<file path="config.mk">
export PLATFORM = sky130hd
export DESIGN_NAME = pts_sideband
export DESIGN_NICKNAME = d
export VERILOG_FILES = /design/src/rtl/pts_pkg.sv /design/src/rtl/pts_sideband.sv /design/src/rtl/pts_sync2.sv /design/src/rtl/pts_req_filter.sv
export SDC_FILE = /design/constraint.sdc
export NUM_CORES = 1
export LEC_CHECK = 0
export CAP_MARGIN = 20
export CORE_AREA = 3 3 63 65
export CTS_CLUSTER_DIAMETER = 80
export CTS_CLUSTER_SIZE = 12
export DETAILED_ROUTE_END_ITERATION = 8
export DIE_AREA = 0 0 66 68
export DONT_BUFFER_PORTS = 1
export PLACE_DENSITY = 0.68
export SLEW_MARGIN = 15
export SYNTH_ARGS = -nofsm -noshare
export SYNTH_HDL_FRONTEND = slang
export SYNTH_SLANG_ARGS = --single-unit
</file>
<file path="constraint.sdc">
create_clock -name clk_sys_i -period 1.99 [get_ports clk_sys_i]
set_input_delay 0.199 -clock clk_sys_i [delete_from_list [all_inputs] [get_ports clk_sys_i]]
set_output_delay 0.199 -clock clk_sys_i [all_outputs]
set_load 0.05 [all_outputs]
</file>
<file path="src/rtl/pts_pkg.sv">
package pts_pkg;

    // wait after configuration before the target fifo side reports ready
    localparam int unsigned READY_WAIT_CYCLES = 16;
    localparam int unsigned READY_CNT_W       = 5;

    // discard timer
    localparam int unsigned DISCARD_W          = 15;
    localparam logic [14:0] DISCARD_LIMIT_DFLT = 15'h7fff;
    localparam logic [14:0] DISCARD_RST        = 15'h0000;

    // a request counts once seen on this many consecutive edges
    localparam int unsigned REQ_HOLD_CYCLES = 2;
    localparam int unsigned REQ_NUM         = 4;
    localparam int unsigned REQ_STOP        = 0;
    localparam int unsigned REQ_ABORT       = 1;
    localparam int unsigned REQ_RETRY       = 2;
    localparam int unsigned REQ_DELAY       = 3;

    // pci command codes that may be turned into delayed transactions
    localparam logic [3:0] CMD_IO_READ       = 4'h2;
    localparam logic [3:0] CMD_IO_WRITE      = 4'h3;
    localparam logic [3:0] CMD_MEM_READ      = 4'h6;
    localparam logic [3:0] CMD_MEM_READ_MULT = 4'hc;
    localparam logic [3:0] CMD_MEM_READ_LINE = 4'he;

    localparam int unsigned STATE_W = 4;
    localparam logic [3:0]  STATE_RST = 4'h0;

    typedef enum logic [3:0] {
        TS_IDLE,
        TS_ADDR,
        TS_WRITE,
        TS_READ,
        TS_DELAYED,
        TS_DONE
    } pts_tstate_t;

endpackage

</file>
<file path="src/rtl/pts_sideband.sv">
`timescale 1ns/1ps
// Functional notes
// - stop burst only acts during master data
// - clear empties target fifos and state counter
// - clear leaves pci target responses untouched
// - ready low in reset, clear, startup wait
// - report target fifo state on four bits
// - expiry drops delayed txn, flags fabric
// - fifteen-bit discard timer starts on store
// - abort request makes cycles target-abort
// - retry request makes cycles retry
// - delayed request delays reads and io writes
module pts_sideband #(
    parameter logic [14:0] DISCARD_LIMIT = pts_pkg::DISCARD_LIMIT_DFLT
) (
    input  wire logic        clk_sys_i,
    input  wire logic        rst_i,
    // fabric side requests
    input  wire logic        master_read_stop_burst_n_i,
    input  wire logic        target_fifo_clear_n_i,
    input  wire logic        target_abort_i,
    input  wire logic        target_retry_n_i,
    input  wire logic        delayed_txn_n_i,
    // core side status
    input  wire logic        pci_rst_i,
    input  wire logic        master_data_phase_i,
    input  wire logic        tgt_cycle_start_i,
    input  wire logic [3:0]  tgt_cmd_i,
    input  wire logic        tgt_addr_taken_i,
    input  wire logic        tgt_data_done_i,
    input  wire logic        dly_complete_i,
    // to master controller
    output logic             master_stop_burst_o,
    // to target controller
    output logic             resp_abort_o,
    output logic             resp_retry_o,
    output logic             resp_delayed_o,
    output logic             target_fifo_flush_o,
    output logic             dly_discard_o,
    // to fabric
    output logic             target_ready_o,
    output logic [3:0]       target_state_cntr_o,
    output logic             discard_expired_n_o
);
    import pts_pkg::*;

    // request qualification
    logic [REQ_NUM-1:0] req_raw;
    logic [REQ_NUM-1:0] req_held;

    assign req_raw[REQ_STOP]  = ~master_read_stop_burst_n_i;
    assign req_raw[REQ_ABORT] = target_abort_i;
    assign req_raw[REQ_RETRY] = ~target_retry_n_i;
    assign req_raw[REQ_DELAY] = ~delayed_txn_n_i;

    pts_req_filter u_filter (
        .clk_sys_i (clk_sys_i),
        .rst_i     (rst_i),
        .req_i     (req_raw),
        .held_o    (req_held)
    );

    // clear input is asynchronous to us, so its release is resynchronised
    logic clear_n_sync;

    pts_sync2 #(
        .RST_VAL (1'b0)
    ) u_clear_sync (
        .clk_sys_i (clk_sys_i),
        .rst_i     (rst_i),
        .async_i   (target_fifo_clear_n_i),
        .sync_o    (clear_n_sync)
    );

    wire logic clear_act = ~clear_n_sync;

    // master read early stop
    wire logic stop_nxt = req_held[REQ_STOP] & master_data_phase_i;

    // target cycle response; abort wins over retry, retry over delay
    wire logic cmd_delayable = (tgt_cmd_i == CMD_IO_READ)
                             | (tgt_cmd_i == CMD_IO_WRITE)
                             | (tgt_cmd_i == CMD_MEM_READ)
                             | (tgt_cmd_i == CMD_MEM_READ_MULT)
                             | (tgt_cmd_i == CMD_MEM_READ_LINE);

    wire logic abort_nxt = tgt_cycle_start_i & req_held[REQ_ABORT];
    wire logic retry_nxt = tgt_cycle_start_i & ~req_held[REQ_ABORT]
                         & req_held[REQ_RETRY];

    logic dly_valid_r;
    // only one delayed transaction is stored; a further delayable cycle
    // while one is pending is answered with retry by the controller
    wire logic dly_store = tgt_cycle_start_i & ~req_held[REQ_ABORT]
                         & ~req_held[REQ_RETRY] & req_held[REQ_DELAY]
                         & cmd_delayable & ~dly_valid_r;

    // discard timer
    logic [DISCARD_W-1:0] disc_cnt_r;
    wire logic            disc_expire = dly_valid_r & (disc_cnt_r == DISCARD_LIMIT);
    wire logic            disc_run    = dly_valid_r & ~disc_expire & ~dly_complete_i;

    logic [DISCARD_W-1:0] disc_cnt_nxt;
    always_comb begin
        if (dly_store) begin
            disc_cnt_nxt = DISCARD_RST;
        end else if (disc_run) begin
            disc_cnt_nxt = disc_cnt_r + 15'h0001;
        end else begin
            disc_cnt_nxt = disc_cnt_r;
        end
    end

    wire logic dly_valid_nxt = dly_store | (dly_valid_r & ~disc_expire & ~dly_complete_i);

    // pci facing state is not touched by the fifo clear
    always_ff @(posedge clk_sys_i) begin
        if (rst_i | pci_rst_i) begin
            master_stop_burst_o <= 1'b0;
            resp_abort_o        <= 1'b0;
            resp_retry_o        <= 1'b0;
            resp_delayed_o      <= 1'b0;
            dly_valid_r         <= 1'b0;
            disc_cnt_r          <= DISCARD_RST;
            dly_discard_o       <= 1'b0;
            discard_expired_n_o <= 1'b1;
        end else begin
            master_stop_burst_o <= stop_nxt;
            resp_abort_o        <= abort_nxt;
            resp_retry_o        <= retry_nxt;
            resp_delayed_o      <= dly_store;
            dly_valid_r         <= dly_valid_nxt;
            disc_cnt_r          <= disc_cnt_nxt;
            dly_discard_o       <= disc_expire;
            discard_expired_n_o <= ~disc_expire;
        end
    end

    // target fifo interface state, reported to the fabric
    pts_tstate_t tstate_r;
    pts_tstate_t tstate_nxt;

    always_comb begin
        tstate_nxt = tstate_r;
        case (tstate_r)
            TS_IDLE: begin
                if (dly_store) begin
                    tstate_nxt = TS_DELAYED;
                end else if (tgt_cycle_start_i & ~abort_nxt & ~retry_nxt) begin
                    tstate_nxt = TS_ADDR;
                end
            end
            TS_ADDR: begin
                if (tgt_addr_taken_i) begin
                    tstate_nxt = tgt_cmd_i[0] ? TS_WRITE : TS_READ;
                end
            end
            TS_WRITE, TS_READ: begin
                if (tgt_data_done_i) begin
                    tstate_nxt = TS_DONE;
                end
            end
            TS_DELAYED: begin
                if (disc_expire) begin
                    tstate_nxt = TS_IDLE;
                end else if (dly_complete_i) begin
                    tstate_nxt = TS_DONE;
                end
            end
            TS_DONE: begin
                tstate_nxt = TS_IDLE;
            end
            default: begin
                tstate_nxt = TS_IDLE;
            end
        endcase
    end

    always_ff @(posedge clk_sys_i) begin
        if (rst_i | pci_rst_i | clear_act) begin
            tstate_r <= TS_IDLE;
        end else begin
            tstate_r <= tstate_nxt;
        end
    end

    always_ff @(posedge clk_sys_i) begin
        if (rst_i | clear_act) begin
            target_state_cntr_o <= STATE_RST;
        end else begin
            target_state_cntr_o <= tstate_nxt;
        end
    end

    // fifo flush lasts as long as the clear, delayed by the synchroniser and one register
    always_ff @(posedge clk_sys_i) begin
        if (rst_i) begin
            target_fifo_flush_o <= 1'b1;
        end else begin
            target_fifo_flush_o <= clear_act;
        end
    end

    // ready after startup wait and outside reset or clear
    logic [READY_CNT_W-1:0] ready_cnt_r;
    wire logic              ready_wait_done = (ready_cnt_r == READY_CNT_W'(READY_WAIT_CYCLES));

    always_ff @(posedge clk_sys_i) begin
        if (rst_i) begin
            ready_cnt_r <= '0;
        end else if (!ready_wait_done) begin
            ready_cnt_r <= ready_cnt_r + 5'h01;
        end
    end

    always_ff @(posedge clk_sys_i) begin
        if (rst_i) begin
            target_ready_o <= 1'b0;
        end else begin
            target_ready_o <= ready_wait_done & ~pci_rst_i & ~clear_act;
        end
    end

endmodule

</file>
<file path="src/rtl/pts_sync2.sv">
`timescale 1ns/1ps
// two-flop synchroniser for a level; reset value is a parameter constant
module pts_sync2 #(
    parameter logic RST_VAL = 1'b1
) (
    input  wire logic clk_sys_i,
    input  wire logic rst_i,
    input  wire logic async_i,
    output logic      sync_o
);
    import pts_pkg::*;

    logic meta_r;
    logic sync_r;

    always_ff @(posedge clk_sys_i) begin
        if (rst_i) begin
            meta_r <= RST_VAL;
            sync_r <= RST_VAL;
        end else begin
            meta_r <= async_i;
            sync_r <= meta_r;
        end
    end

    assign sync_o = sync_r;

endmodule

</file>
<file path="src/rtl/pts_req_filter.sv">
`timescale 1ns/1ps
// a request is taken only after it has stood for REQ_HOLD_CYCLES edges,
// so a one-cycle glitch from the fabric never reaches the target logic
module pts_req_filter (
    input  wire logic                          clk_sys_i,
    input  wire logic                          rst_i,
    input  wire logic [pts_pkg::REQ_NUM-1:0]   req_i,
    output logic      [pts_pkg::REQ_NUM-1:0]   held_o
);
    import pts_pkg::*;

    genvar g;
    generate
        for (g = 0; g < REQ_NUM; g++) begin : g_req
            logic [REQ_HOLD_CYCLES-1:0] hist_r;
            logic                       held_r;
            wire logic                  all_seen = &{hist_r[REQ_HOLD_CYCLES-2:0], req_i[g]};
            always_ff @(posedge clk_sys_i) begin
                if (rst_i) begin
                    hist_r <= '0;
                    held_r <= 1'b0;
                end else begin
                    hist_r <= {hist_r[REQ_HOLD_CYCLES-2:0], req_i[g]};
                    held_r <= all_seen;
                end
            end
            assign held_o[g] = held_r;
        end
    endgenerate

endmodule

</file>
## Word-level counts from Yosys, hierarchy flattened

Cells that the tools add are included.

| word-level totals | value |
|---|---|
| bits in registers | 47 |
| latch bits | 0 |
| memory bits (writable) | 0 |
| bits in read-only memories | 0 |
| bits of input ports | 17 |
| output and inout port bits | 12 |
| logic and storage cells | 86 |
| memories kept | 0 |

| operators by class | value |
|---|---|
| add/sub/neg operators | 2 |
| $mul | 0 |
| divide/modulo/power cells | 0 |
| order comparisons | 0 |
| eq/ne operators | 11 |
| shifts and indexed selects | 0 |
| muxes and demuxes | 8 |
| bitwise gates (word level) | 35 |
| reduce and logical (&&, ||, !) cells | 7 |

Operators with widths:

| kind | number |
|---|---|
| 4-bit 2-to-1 mux | 6 |
| 4-bit by 2-bit == test with 1-bit output (second input constant) | 4 |
| 4-bit one-hot mux with 4 select lines | 1 |
| 15-bit by 1-bit adder with 15-bit output (second input constant) | 1 |
| 1-bit AND | 15 |
| 15-bit == test (second input constant) | 1 |
| 1-bit inverter | 12 |
| 4-bit by 3-bit == test with 1-bit output (second input constant) | 2 |
| 4-bit == test (second input constant) | 2 |
| 1-bit bitwise OR | 8 |
| 2-bit AND reduction | 4 |
| 5-bit by 1-bit adder with 5-bit output (second input constant) | 1 |
| 5-bit == test (second input constant) | 1 |
| 4-bit by 1-bit == test with 1-bit output (second input constant) | 1 |
| 4-bit zero test | 1 |
| 2-bit OR reduction | 2 |
| 1-bit 2-to-1 mux | 1 |

## Logic depth before layout (Yosys ltp)

Gate-level depths: netlist (run 1).

| logic depth | value |
|---|---|
| depth in word-level cells | 9 |
| depth in mapped cells | 6 |
| mapped depth without buffers | 6 |

## Hierarchy

A second synthesis (run 1) with hierarchy kept.

| second synthesis, totals | value |
|---|---|
| cells, all modules | 201 |
| area, all modules | 1893.1 um2 |

Modules (own cells, without submodules):

| module | instances | cells an instance | area each (um2) | seq. area each (um2) |
|---|---|---|---|---|
| pts_sideband | 1 | 177 | 1575.3 | 740.7 |
| pts_req_filter | 1 | 20 | 265.3 | 160.2 |
| pts_sync2 | 1 | 4 | 52.6 | 40.0 |

## Least setup slack after synthesis (run 1)

OpenSTA, ideal clock, no wires.

| path | value |
|---|---|
| path kind | flip-flop to flip-flop |
| from | register disc_cnt_r[0] |
| to | register disc_cnt_r[8] |
| setup time | 0.070 ns |
| data arrival time | 1.586 ns |
| data required time | 1.920 ns |
| path slack | 0.334 ns |
| cell stages (with the launch flop) | 6 |
| path buffers | 0 |
| period minus slack after synthesis | 1.656 ns |
| cells stage by stage | dfxtp_1 -> ha_1 -> nand3_1 -> nand2b_1 -> or4_2 -> a21oi_1 |

| between the ends | value |
|---|---|
| word-level cells in the longest chain between the ends | 5 |
| elaborated cells between the ends (all ways) | 6 |
| those cells by class | add/sub (1); eq/ne (1); bitwise (4) |

RTL lines:

| item | RTL line | source |
|---|---|---|
| from (decl) | pts_sideband.sv:99 | `logic [DISCARD_W-1:0] disc_cnt_r;` |
| from (signal assigned) | pts_sideband.sv:133 | `disc_cnt_r <= disc_cnt_nxt;` |
| branches (longest 5 deep; another with 15-bit by 1-bit adder with 15-bit output) | - |  |

Parallel ways; which one is timed is not known.
A chain may end at the register's enable or synchronous reset.

## Final worst setup path (run 1)

| path | value |
|---|---|
| from | register disc_cnt_r[1] |
| to | register disc_cnt_r[8] |

Same word-level chain as after synthesis.

==> results of run 1 <==
## critical path: cells and delay by family (launching register included)
kind | cells | cell delay [ns]
AOI/OAI and AO/OA | 1 | 0.15
adders and majority gates | 1 | 0.22
DFF | 1 | 0.38
and+or+nand+nor | 3 | 1.02
## cells by family (layout without fill, tap and decap cells)
kind of cell    after synthesis  count (layout)  share of synthesized area (%)
flops                        47              47                           50.7
compound gates               37              37                           11.7
mux                           3               3                           1.75
buf+inv                       9              25                           1.89
other cells                   1               2                          0.202
xor+xnor                      4               4                           1.89
simple gates                 89              89                           29.9
fa+ha+maj                     3               3                           2.02
## metrics by stage
stage          util [%]  hold WS [ns]  cells  power [W]  instance area, um2
4_1_cts            61.8       0.00730    256    0.00162                2090
2_1_floorplan         -         0.271    194    0.00103                1860
3_3_place_gp       56.7         0.273    239    0.00103                1920
3_5_place_dp       56.7         0.276    239    0.00104                1920
6_report           61.8        0.0111    256    0.00161                2100
5_1_grt            61.8       0.00658    256    0.00167                2100
## layer usage
| layer | GRT usage, % | part of all wire [%] | up-vias |
|---|---|---|---|
| met5 | 0 | 0 | - |
| met2 | 30.3 | 50 | 38 |
| met1 | 18.6 | 43 | 691 |
| met4 | 7.61 | 1.7 | 0 |
| met3 | 4.43 | 5.1 | 7 |
| li1 | - | - | 737 |
## worst min-delay path by stage
stage,from,to,slack [ns],cells after the start
floorplan,pci_rst_i,tstate_r[1],0.27,1
global placement,pci_rst_i,tstate_r[1],0.27,1
detailed placement,rst_i,u_clear_sync.meta_r,0.28,1
CTS,dly_complete_i,tstate_r[0],0.007,2
global route,rst_i,target_fifo_flush_o,0.007,1
finish,rst_i,target_fifo_flush_o,0.01,1
## area by class of cell
class / instances / area, um2 / area share (%)
Timing Repair Buffer: 11 / 105 / 5.01
Clock inverter: 3 / 46.3 / 2.21
Clock buffer: 5 / 37.5 / 1.79
Sequential cell: 47 / 942 / 45.0
Tap cell: 46 / 57.6 / 2.75
Multi-Input combinational cell: 138 / 885 / 42.2
Inverter: 6 / 22.5 / 1.07
## repair_timing
item / in CTS / in global routing
hold buffers: 9 / 0
hold endpoints to repair: 20 / 0
endpoints found under the setup margin: 0 / 1
gates resized for setup: 0 / 1
## flip-flops by register name, indices dropped and copies added, names as in the netlist, 4 cells and up
name,count
u_filter.g_req.held_r,4
ready_cnt_r,5
tstate_r,4
target_state_cntr_o,4
u_filter.g_req.hist_r,4
disc_cnt_r,15
## report_power, final
group | switching (W) | internal, W | total (W) | leakage [nW]
registers | 0.0000168 | 0.000958 | 0.000975 | 0.382
clock network | 0.000306 | 0.000269 | 0.000574 | 0.0418
logic | 0.0000304 | 0.0000299 | 0.0000603 | 0.334
## cells in the mapped netlist (all sizes together) (5+ instances only)
master	number
nand3	7
nor3	5
and2	5
a21oi	16
inv	6
and3	7
nor2	12
or3	7
nand2	9
o21ai	10
nand4	9
nor2b	6
dfxtp	47
==> results.md, run 1 <==
* Routability congestion estimate at 0.918
* Buffers on Ports at 0
* Layout Nets at 229
* GR Overflow Total at 0
* Reg2reg start: disc_cnt_r[1]
* Vias per cell at 5.75
* Initial antenna violation count at 0
* Worst r2r dst: disc_cnt_r[8]
* Worst setup margin at 0.168 ns
* FFs w/ async S/R, synth at 0%
* Final hold violation count at 0
* # IOs at 29
* Ys Warns at 0
* Reg-to-reg setup timing slack at 0.17 ns
* Max incr delay on CP at 0.62 ns
* DRC viols at 0
* Synth area leader: dfxtp_1
* Critical Path Sink Type: flop
* Starting DRC count in detailed routing at 76
* CP Class: flop to flop
* Post-synthesis cell area at 1860 um2
* CP max-delay cell: or4_2
* Die footprint at 4490 um2
* Status: complete, no violations
* Area share of the largest cell type after synthesis at 50.7%
* Netlist cell types at 44
* Cells on worst reg2reg path at 5
* Leakage at 0.758 nW
* Most common cell after layout, fill and taps aside: dfxtp_1
* Initial Util at 54.8%
* Clk root buf: clkbuf_4
* DP Worst Slack at 0.170 ns
* Peak supply drop at 669 uV
* Hold Path Class: primary input to flop
* RSZ-0062 raised after global routing: false
* Syn Inst Count at 193
* Worst path arrival time at 2.12 ns
* CP startpoint: disc_cnt_r[1]
* Fin Setup TNS at 0 ns
* Seq/Total Area, Yosys at 50.7%
* Power per standard cell area at 768 nW/um2
* Global-route wire length before repair at 5790 um
* Post-synthesis register bit count at 47
* Vias in the first global route at 1382
* Post-CTS setup-driven buffer insertion count at 0
* Syn avg cell area at 9.62 um2
* H-tree levels at 2
* Routed len/inst at 13.7 um
* Routed Antenna Nets at 0
* CTS Sinks at 47
* Final setup vio count at 0
* Post-Route WL at 3520 um
* Fillers at 286
* Die Span X at 66 um
* Post-Route Skew at 0.00612 ns
* Vias at 1473
* Clock transition at path regs at 0.14 ns
* Layout area overhead at 12.9%
* Layout cells sized above 1 at 10.5%
* Drt first pass iters at 4
* Final min period at 1.82 ns
* Relative slew margins at 65.9%
* Part of the cycle the worst path needs at 91.6%
* Max Clk Rate at 0.549 GHz
* Clock Tree Buf Depth at 2
* CTS Buf Count at 5
* Slew Viols, Final at 0
* Row Count at 21
* EDFF count, synth at 0
* Die Ht at 68 um
* Critical Path End: disc_cnt_r[8]
* Crit-path cells: ha_1, nand3_1, nand2b_1, or4_2, a21oi_1
* Post-DP HPWL at 2510 um
* Core ar. at 3390 um2
* Most used DFF post-synth: dfxtp_1
* Largest net degree at the start of global routing at 20
* CTS tree: built
* Gr usage total at 16.8%
* Max FO, Critical Path at 6
* Critical Path RT at 2.29 ns
* Critical path launch point type: flop
* Max Cap Violations at 0
* Antenna cells at 0
* Slew @ Worst Pin at 0.508 ns
* Synth top area cells: dfxtp_1 (51%), a21oi_1 (4.3%), nand4_1 (2.7%)
* Most frequent cells in the layout: dfxtp_1 (46), a21oi_1 (16), nor2_1 (12), o21ai_0 (10)
* Clock latency reported for the late side of the worst-skew pair at 0.36 ns
No activity file was read; power rests on OpenSTA's default activity.
==> run 2, diff against run 1 <==
ABC_AREA = 1   (was unset)
CORE_AREA = 3 3 65 67   (was 3 3 63 65)
DIE_AREA = 0 0 68 70   (was 0 0 66 68)
PLACE_DENSITY = 0.67   (was 0.68)
SETUP_SLACK_MARGIN = 0.4   (was unset)
clock period = 2.1 ns   (was 1.99 ns; I/O delays follow)
==> run 2 against run 1 <==
Net effect:
- hold slack gained 0.0029 ns
- clock power is essentially flat
- critical path type unchanged
- highest routed layer unchanged
- synthesized area grew 5.7%
- clock skew grew 0.0046 ns
- sequential share of layout area shrank 1.3 points
==> results.md, run 2 <==
* Most common cell after layout, fill and taps aside: nand2_1
* Reg-to-reg setup timing slack at 0.56 ns
* Vias per cell at 4.87
* DRC viols at 0
* CP Class: flop to flop
* Leakage at 0.788 nW
* CTS Sinks at 47
* CTS tree: built
* Die footprint at 4760 um2
* Largest registers: disc_cnt_r: 15 flops, ready_cnt_r: 5 flops
* # IOs at 29
* Power per standard cell area at 721 nW/um2
* RSZ-0062 raised after global routing: false
* Post-synthesis register bit count at 47
* Max incr delay on CP at 0.36 ns
* H-tree levels at 2
* Post-synthesis cell area at 1960 um2
* Fillers at 363
* Footprint of the multi-input gates at 878 um2
* Buf+Inv Stages, Crit Path at 2
* Max Cap Violations at 0
* Hold Path Class: primary input to flop
* Biggest register: disc_cnt_r
* Most frequent cells in the layout: nand2_1 (63), nor2_1 (46), dfxtp_1 (46), inv_1 (30), a21oi_1 (16)
* Clock latency reported for the late side of the worst-skew pair at 0.30 ns
* Gr usage total at 16.6%
* Final min period at 1.54 ns
* Worst path arrival time at 1.73 ns
* Routability congestion estimate at 0.818
* Buffers on Ports at 0
* Initial antenna violation count at 0
* Status: complete, no violations
* Area share of the largest cell type after synthesis at 48.0%
* Layout cells sized above 1 at 8.03%
* Routed Antenna Nets at 0
* Antenna cells at 0
* Starting DRC count in detailed routing at 88
* Syn Inst Count at 263
* Die Span X at 68 um
* Layout area overhead at 9.89%
* Netlist cell types at 25
* Dpl cell area at 2010 um2
* Post-DP HPWL at 2620 um
* Clk root buf: clkbuf_8
* Initial Util at 53.2%
* Delay-heaviest family, CP: simple AND/OR/NAND/NOR gates
* Synth top area cells: dfxtp_1 (48%), nand2_1 (12%), nor2_1 (8.8%)
* Final setup vio count at 0
* Max Clk Rate at 0.648 GHz
* Drt first pass iters at 4
* Routed len/inst at 11.2 um
* Ys Warns at 0
* Final Instance Area at 2160 um2
* Synth area leader: dfxtp_1
* Peak supply drop at 570 uV
* Critical Path RT at 2.29 ns
* Clock Tree Buf Depth at 2
* Most instantiated cells after synthesis: nand2_1 (63), dfxtp_1 (47), nor2_1 (46)
* Seq/Total Area, Yosys at 48.0%
* Post-Route WL at 3600 um
* CTS Buf Count at 5
* Most used DFF post-synth: dfxtp_1
* Vias at 1569
* Max FO, Critical Path at 16
* Post-Route Skew at 0.0107 ns
* FFs w/ async S/R, synth at 0%
* Core ar. at 3690 um2
* Overall power consumption at 0.00155 W
* Final hold violation count at 0
* Post-CTS setup-driven buffer insertion count at 0
* Part of the cycle the worst path needs at 73.5%
* Critical path launch point type: flop
* Vias in the first global route at 1464
* Global-route wire length before repair at 6160 um
* EDFF count, synth at 0
* Count leader, synth: nand2_1
* GR Overflow Total at 0
* Slew Viols, Final at 0
* Critical Path Sink Type: flop
* Clock transition at path regs at 0.08 ns
* Fin Setup TNS at 0 ns
* Syn avg cell area at 7.46 um2
* CP max-delay cell: dfxtp_1
* Crit-path cells: ha_2, nand3_1, inv_2, nand2_2, nor2_4, nor2_4, buf_4, o21ai_0, nor2_1
* Row Count at 22
* Largest net degree at the start of global routing at 17
* Die Ht at 70 um
* Largest register FFs at 15
* Critical path's most frequent cell: nor2_4
* FF/Latch Area at 942 um2
* Layout Nets at 293
-- run 2: cell count changes in the layout (fill, tap and decap cells not counted), moves of 6 or more --
cell,delta
and3_1,-7
clkbuf_8,+6
inv_1,+24
nand2_1,+54
nor2_1,+34
nor2b_1,-6
or3_1,-6
-- run 2: through the flow --
step / util [%] / worst slack [ns] / hold WS (ns) / cells
after floorplan: - / 0.658 / 0.282 / 264
after global placement: 54.6 / 0.581 / 0.278 / 310
after detailed placement: 54.6 / 0.535 / 0.280 / 310
after CTS: 58.3 / 0.505 / 0.00365 / 322
after global routing: 58.4 / 0.432 / 0.00566 / 322
final: 58.4 / 0.557 / 0.0139 / 322
-- run 2: final timing paths --
path                       startpoint                           to  depth (start not counted)
hold / removal         target_abort_i  u_filter.g_req[1].hist_r[0]                          2
setup / recovery        disc_cnt_r[1]                disc_cnt_r[1]                          9
setup reg to reg        disc_cnt_r[1]                disc_cnt_r[1]                          9
hold reg to reg   u_clear_sync.meta_r          u_clear_sync.sync_o                          2
-- run 2: cells by family (layout without fill, tap and decap cells) --
kind of cell / count (synthesis) / count (layout) / share of synthesized area, %
compound gates: 26 / 26 / 6.76
buf+inv: 36 / 46 / 7.59
other cells: 1 / 2 / 0.191
simple gates: 140 / 140 / 31.1
flops: 47 / 47 / 48.0
xor+xnor: 10 / 10 / 4.46
fa+ha+maj: 3 / 3 / 1.91
-- run 2: what timing repair did --
action,4_1_cts,5_1_grt
hold buffers,4,0
endpoints found under the hold margin,11,0
setup endpoints to repair,0,5
resized for setup,0,2
-- run 2: report_power, final --
| group | switching [W] | internal (W) | total (W) |
|---|---|---|---|
| sequential | 0.0000152 | 0.000907 | 0.000922 |
| combinational | 0.0000341 | 0.0000232 | 0.0000573 |
| clock | 0.000306 | 0.000269 | 0.000575 |
-- run 2: final cells by class --
type / count / area share (%)
Timing Repair Buffer: 6 / 2.55
Clock inverter: 2 / 0.754
Inverter: 32 / 5.63
Clock buffer: 6 / 3.83
Sequential cell: 47 / 43.7
Multi-Input combinational cell: 181 / 40.7
Tap cell: 48 / 2.79
-- run 2: worst register-to-register path: cells and delay by family (launching register included) --
kind                     cells  cell delay [ns]
buffers and inverters        2             0.30
adder cells (fa/ha/maj)      1             0.21
AO/OA/AOI/OAI                1             0.16
AND/OR/NAND/NOR              5             0.41
flip-flops                   1             0.36
-- run 2: routing by layer --
| metal | share of wire (%) | GRT usage (%) |
|---|---|---|
| met1 | 48 | 21.8 |
| met2 | 46 | 26.0 |
| met3 | 5.4 | 4.18 |
| met4 | 1.2 | 5.52 |
| met5 | 0 | 0 |
==> run 3, diff against run 2 <==
clock period = 1.5 ns   (was 2.1 ns; I/O delays follow)
==> run 3 against run 2 <==
Net effect:
- cell count grew 8.1%
- count of clock-buffer cells in the layout fell by 1
- via count increased by 8.6%
- critical path depth up 2
- first-iteration DRC count is 38% higher
- clock power grew 65%
- register-to-register slack lost 0.40 ns
- flip-flop and latch count unchanged
- worst setup slack got worse by 0.40 ns
- core utilization grew 11 points
- sequential share of layout area decreased by 5.7 points
- fmax rose by 15%
- largest cell class is now multi-input combinational cells
- largest power group unchanged
==> results.md, run 3 (synthesis results as in run 2) <==
* RSZ-0062 raised after global routing: true
* Largest register FFs at 15
* Worst setup margin at 0.154 ns
* Vias in the first global route at 1620
* Cells on worst reg2reg path at 11
* Gr usage total at 19.4%
* Core ar. at 3690 um2
* Final hold violation count at 0
* DP Worst Slack at 0.0354 ns
* Die Span X at 68 um
* Slew Viols, Final at 0
* Reg-to-reg setup timing slack at 0.15 ns
* Layout Nets at 319
* Switching Fraction at 22.8%
* Cell count after placement at 318
* Worst Hold Launch: rst_i
* Largest registers: disc_cnt_r: 15 flops, ready_cnt_r: 5 flops
* Buffers on Ports at 0
* P_int at 0.00184 W
* Layout area overhead at 29.8%
* Biggest register: disc_cnt_r
* Sequential group share of total power at 54.4%
* Max FO, Critical Path at 16
* CP Class: flop to flop
* DRC viols at 0
* Critical path launch point type: flop
* Routed Antenna Nets at 0
* Leakage at 0.953 nW
* Post-DP HPWL at 2690 um
* Clock transition at path regs at 0.09 ns
* Final Instance Area at 2550 um2
* Status: complete, no violations
* Worst r2r dst: disc_cnt_r[9]
* Layout Cells excl Fill at 348
* Final setup vio count at 0
* Max Clk Rate at 0.743 GHz
* Most common cell after layout, fill and taps aside: nand2_1
* Power share of the clock group at 39.9%
* Fin Setup TNS at 0 ns
* Hold EP: resp_retry_o
* Combinational group share of total power at 5.6%
* Most frequent cells in the layout: nand2_1 (59), nor2_1 (39), inv_1 (27), dfxtp_1 (26), buf_4 (22)
* Critical Path RT at 1.71 ns
* CTS Sinks at 47
* Max Cap Violations at 0
* Routability congestion estimate at 0.824
* Hold Path Class: primary input to flop
* Initial antenna violation count at 0
* Clock latency reported for the late side of the worst-skew pair at 0.31 ns
* H-tree levels at 2
* Power per standard cell area at 933 nW/um2
* Vias at 1704
* CTS tree: built
* Routed len/inst at 12.5 um
* Vias per cell at 4.90
* Antenna cells at 0
* Dpl cell area at 2110 um2
* Final min period at 1.35 ns
* WHS Path Cells at 3
* Initial Util at 53.2%
* CP startpoint: disc_cnt_r[0]
* Part of the cycle the worst path needs at 89.8%
* Global-route wire length before repair at 7030 um
* Layout cells sized above 1 at 28.3%
* Critical Path Sink Type: flop
* Die Ht at 70 um
* Post-Route WL at 4340 um
* Post-Route Skew at 0.00813 ns
* Starting DRC count in detailed routing at 121
* Peak supply drop at 722 uV
* Clock Tree Buf Depth at 2
* Clk root buf: clkbuf_8
* CTS Buf Count at 5
* Worst path arrival time at 1.56 ns
* Reg2reg start: disc_cnt_r[0]
* GR Overflow Total at 0
* Die footprint at 4760 um2
* Drt first pass iters at 4
* Largest net degree at the start of global routing at 17
* # IOs at 29
* Fillers at 308
* Row Count at 22
* P_sw at 0.000542 W
## run 3: worst max-delay path by stage
stage	end	slack, ns	cells past startpoint
global placement	disc_cnt_r[0]	0.07	9
CTS	disc_cnt_r[9]	0.14	11
detailed placement	disc_cnt_r[0]	0.04	9
floorplan	disc_cnt_r[1]	0.14	10
finish	disc_cnt_r[9]	0.15	11
global route	disc_cnt_r[10]	0.07	11
## run 3: layout make-up
| cell class | count | area (um2) | area share (%) |
|---|---|---|---|
| Multi-Input combinational cell | 181 | 1000 | 39.3 |
| Sequential cell | 47 | 967 | 38.0 |
| Timing Repair Buffer | 32 | 277 | 10.9 |
| Inverter | 32 | 128 | 5.01 |
| Clock buffer | 5 | 68.8 | 2.70 |
| Tap cell | 48 | 60.1 | 2.36 |
| Clock inverter | 3 | 46.3 | 1.82 |
## run 3: layer usage
| layer | share of wire, % | vias up | global-route usage [%] |
|---|---|---|---|
| li1 | - | 883 | - |
| met1 | 44 | 768 | 24.3 |
| met2 | 48 | 44 | 30.9 |
| met3 | 5.4 | 9 | 5.31 |
| met4 | 2.3 | 0 | 7.28 |
| met5 | 0 | - | 0 |
## run 3: critical path: stages (launching register included)
cell	delay, ns
dfxtp_2	0.36
ha_4	0.15
nand3_4	0.09
inv_4	0.09
nand2_4	0.05
nor2_4	0.12
nor2_4	0.06
buf_12	0.14
nand2_1	0.05
nand2_1	0.04
nand2_1	0.05
nor2_1	0.03
## run 3: through the flow
stage	total power (W)	hold WS, ns	util [%]
global placement	0.00139	0.219	57.1
CTS	0.00237	0.0209	65.6
detailed placement	0.00139	0.221	57.1
floorplan	0.00138	0.222	-
finish	0.00238	0.0331	69.1
global route	0.00247	0.0259	69.1
## run 3: power groups by stage
stage	Sequential (W)	Combinational, W	Clock, W
floorplan	0.00132	0.0000576	0
global placement	0.00132	0.0000680	0
detailed placement	0.00132	0.0000698	0
CTS	0.00129	0.000108	0.000970
global route	0.00130	0.000151	0.00102
finish	0.00129	0.000134	0.000950
## run 3: what timing repair did
| action | 4_1_cts | 5_1_grt |
|---|---|---|
| hold buffers | 8 | 0 |
| pin swaps | 11 | 10 |
| setup buffers | 8 | 6 |
| endpoints found under the setup margin | 28 | 39 |
| hold endpoints to repair | 13 | 0 |
| gates resized for setup | 27 | 26 |
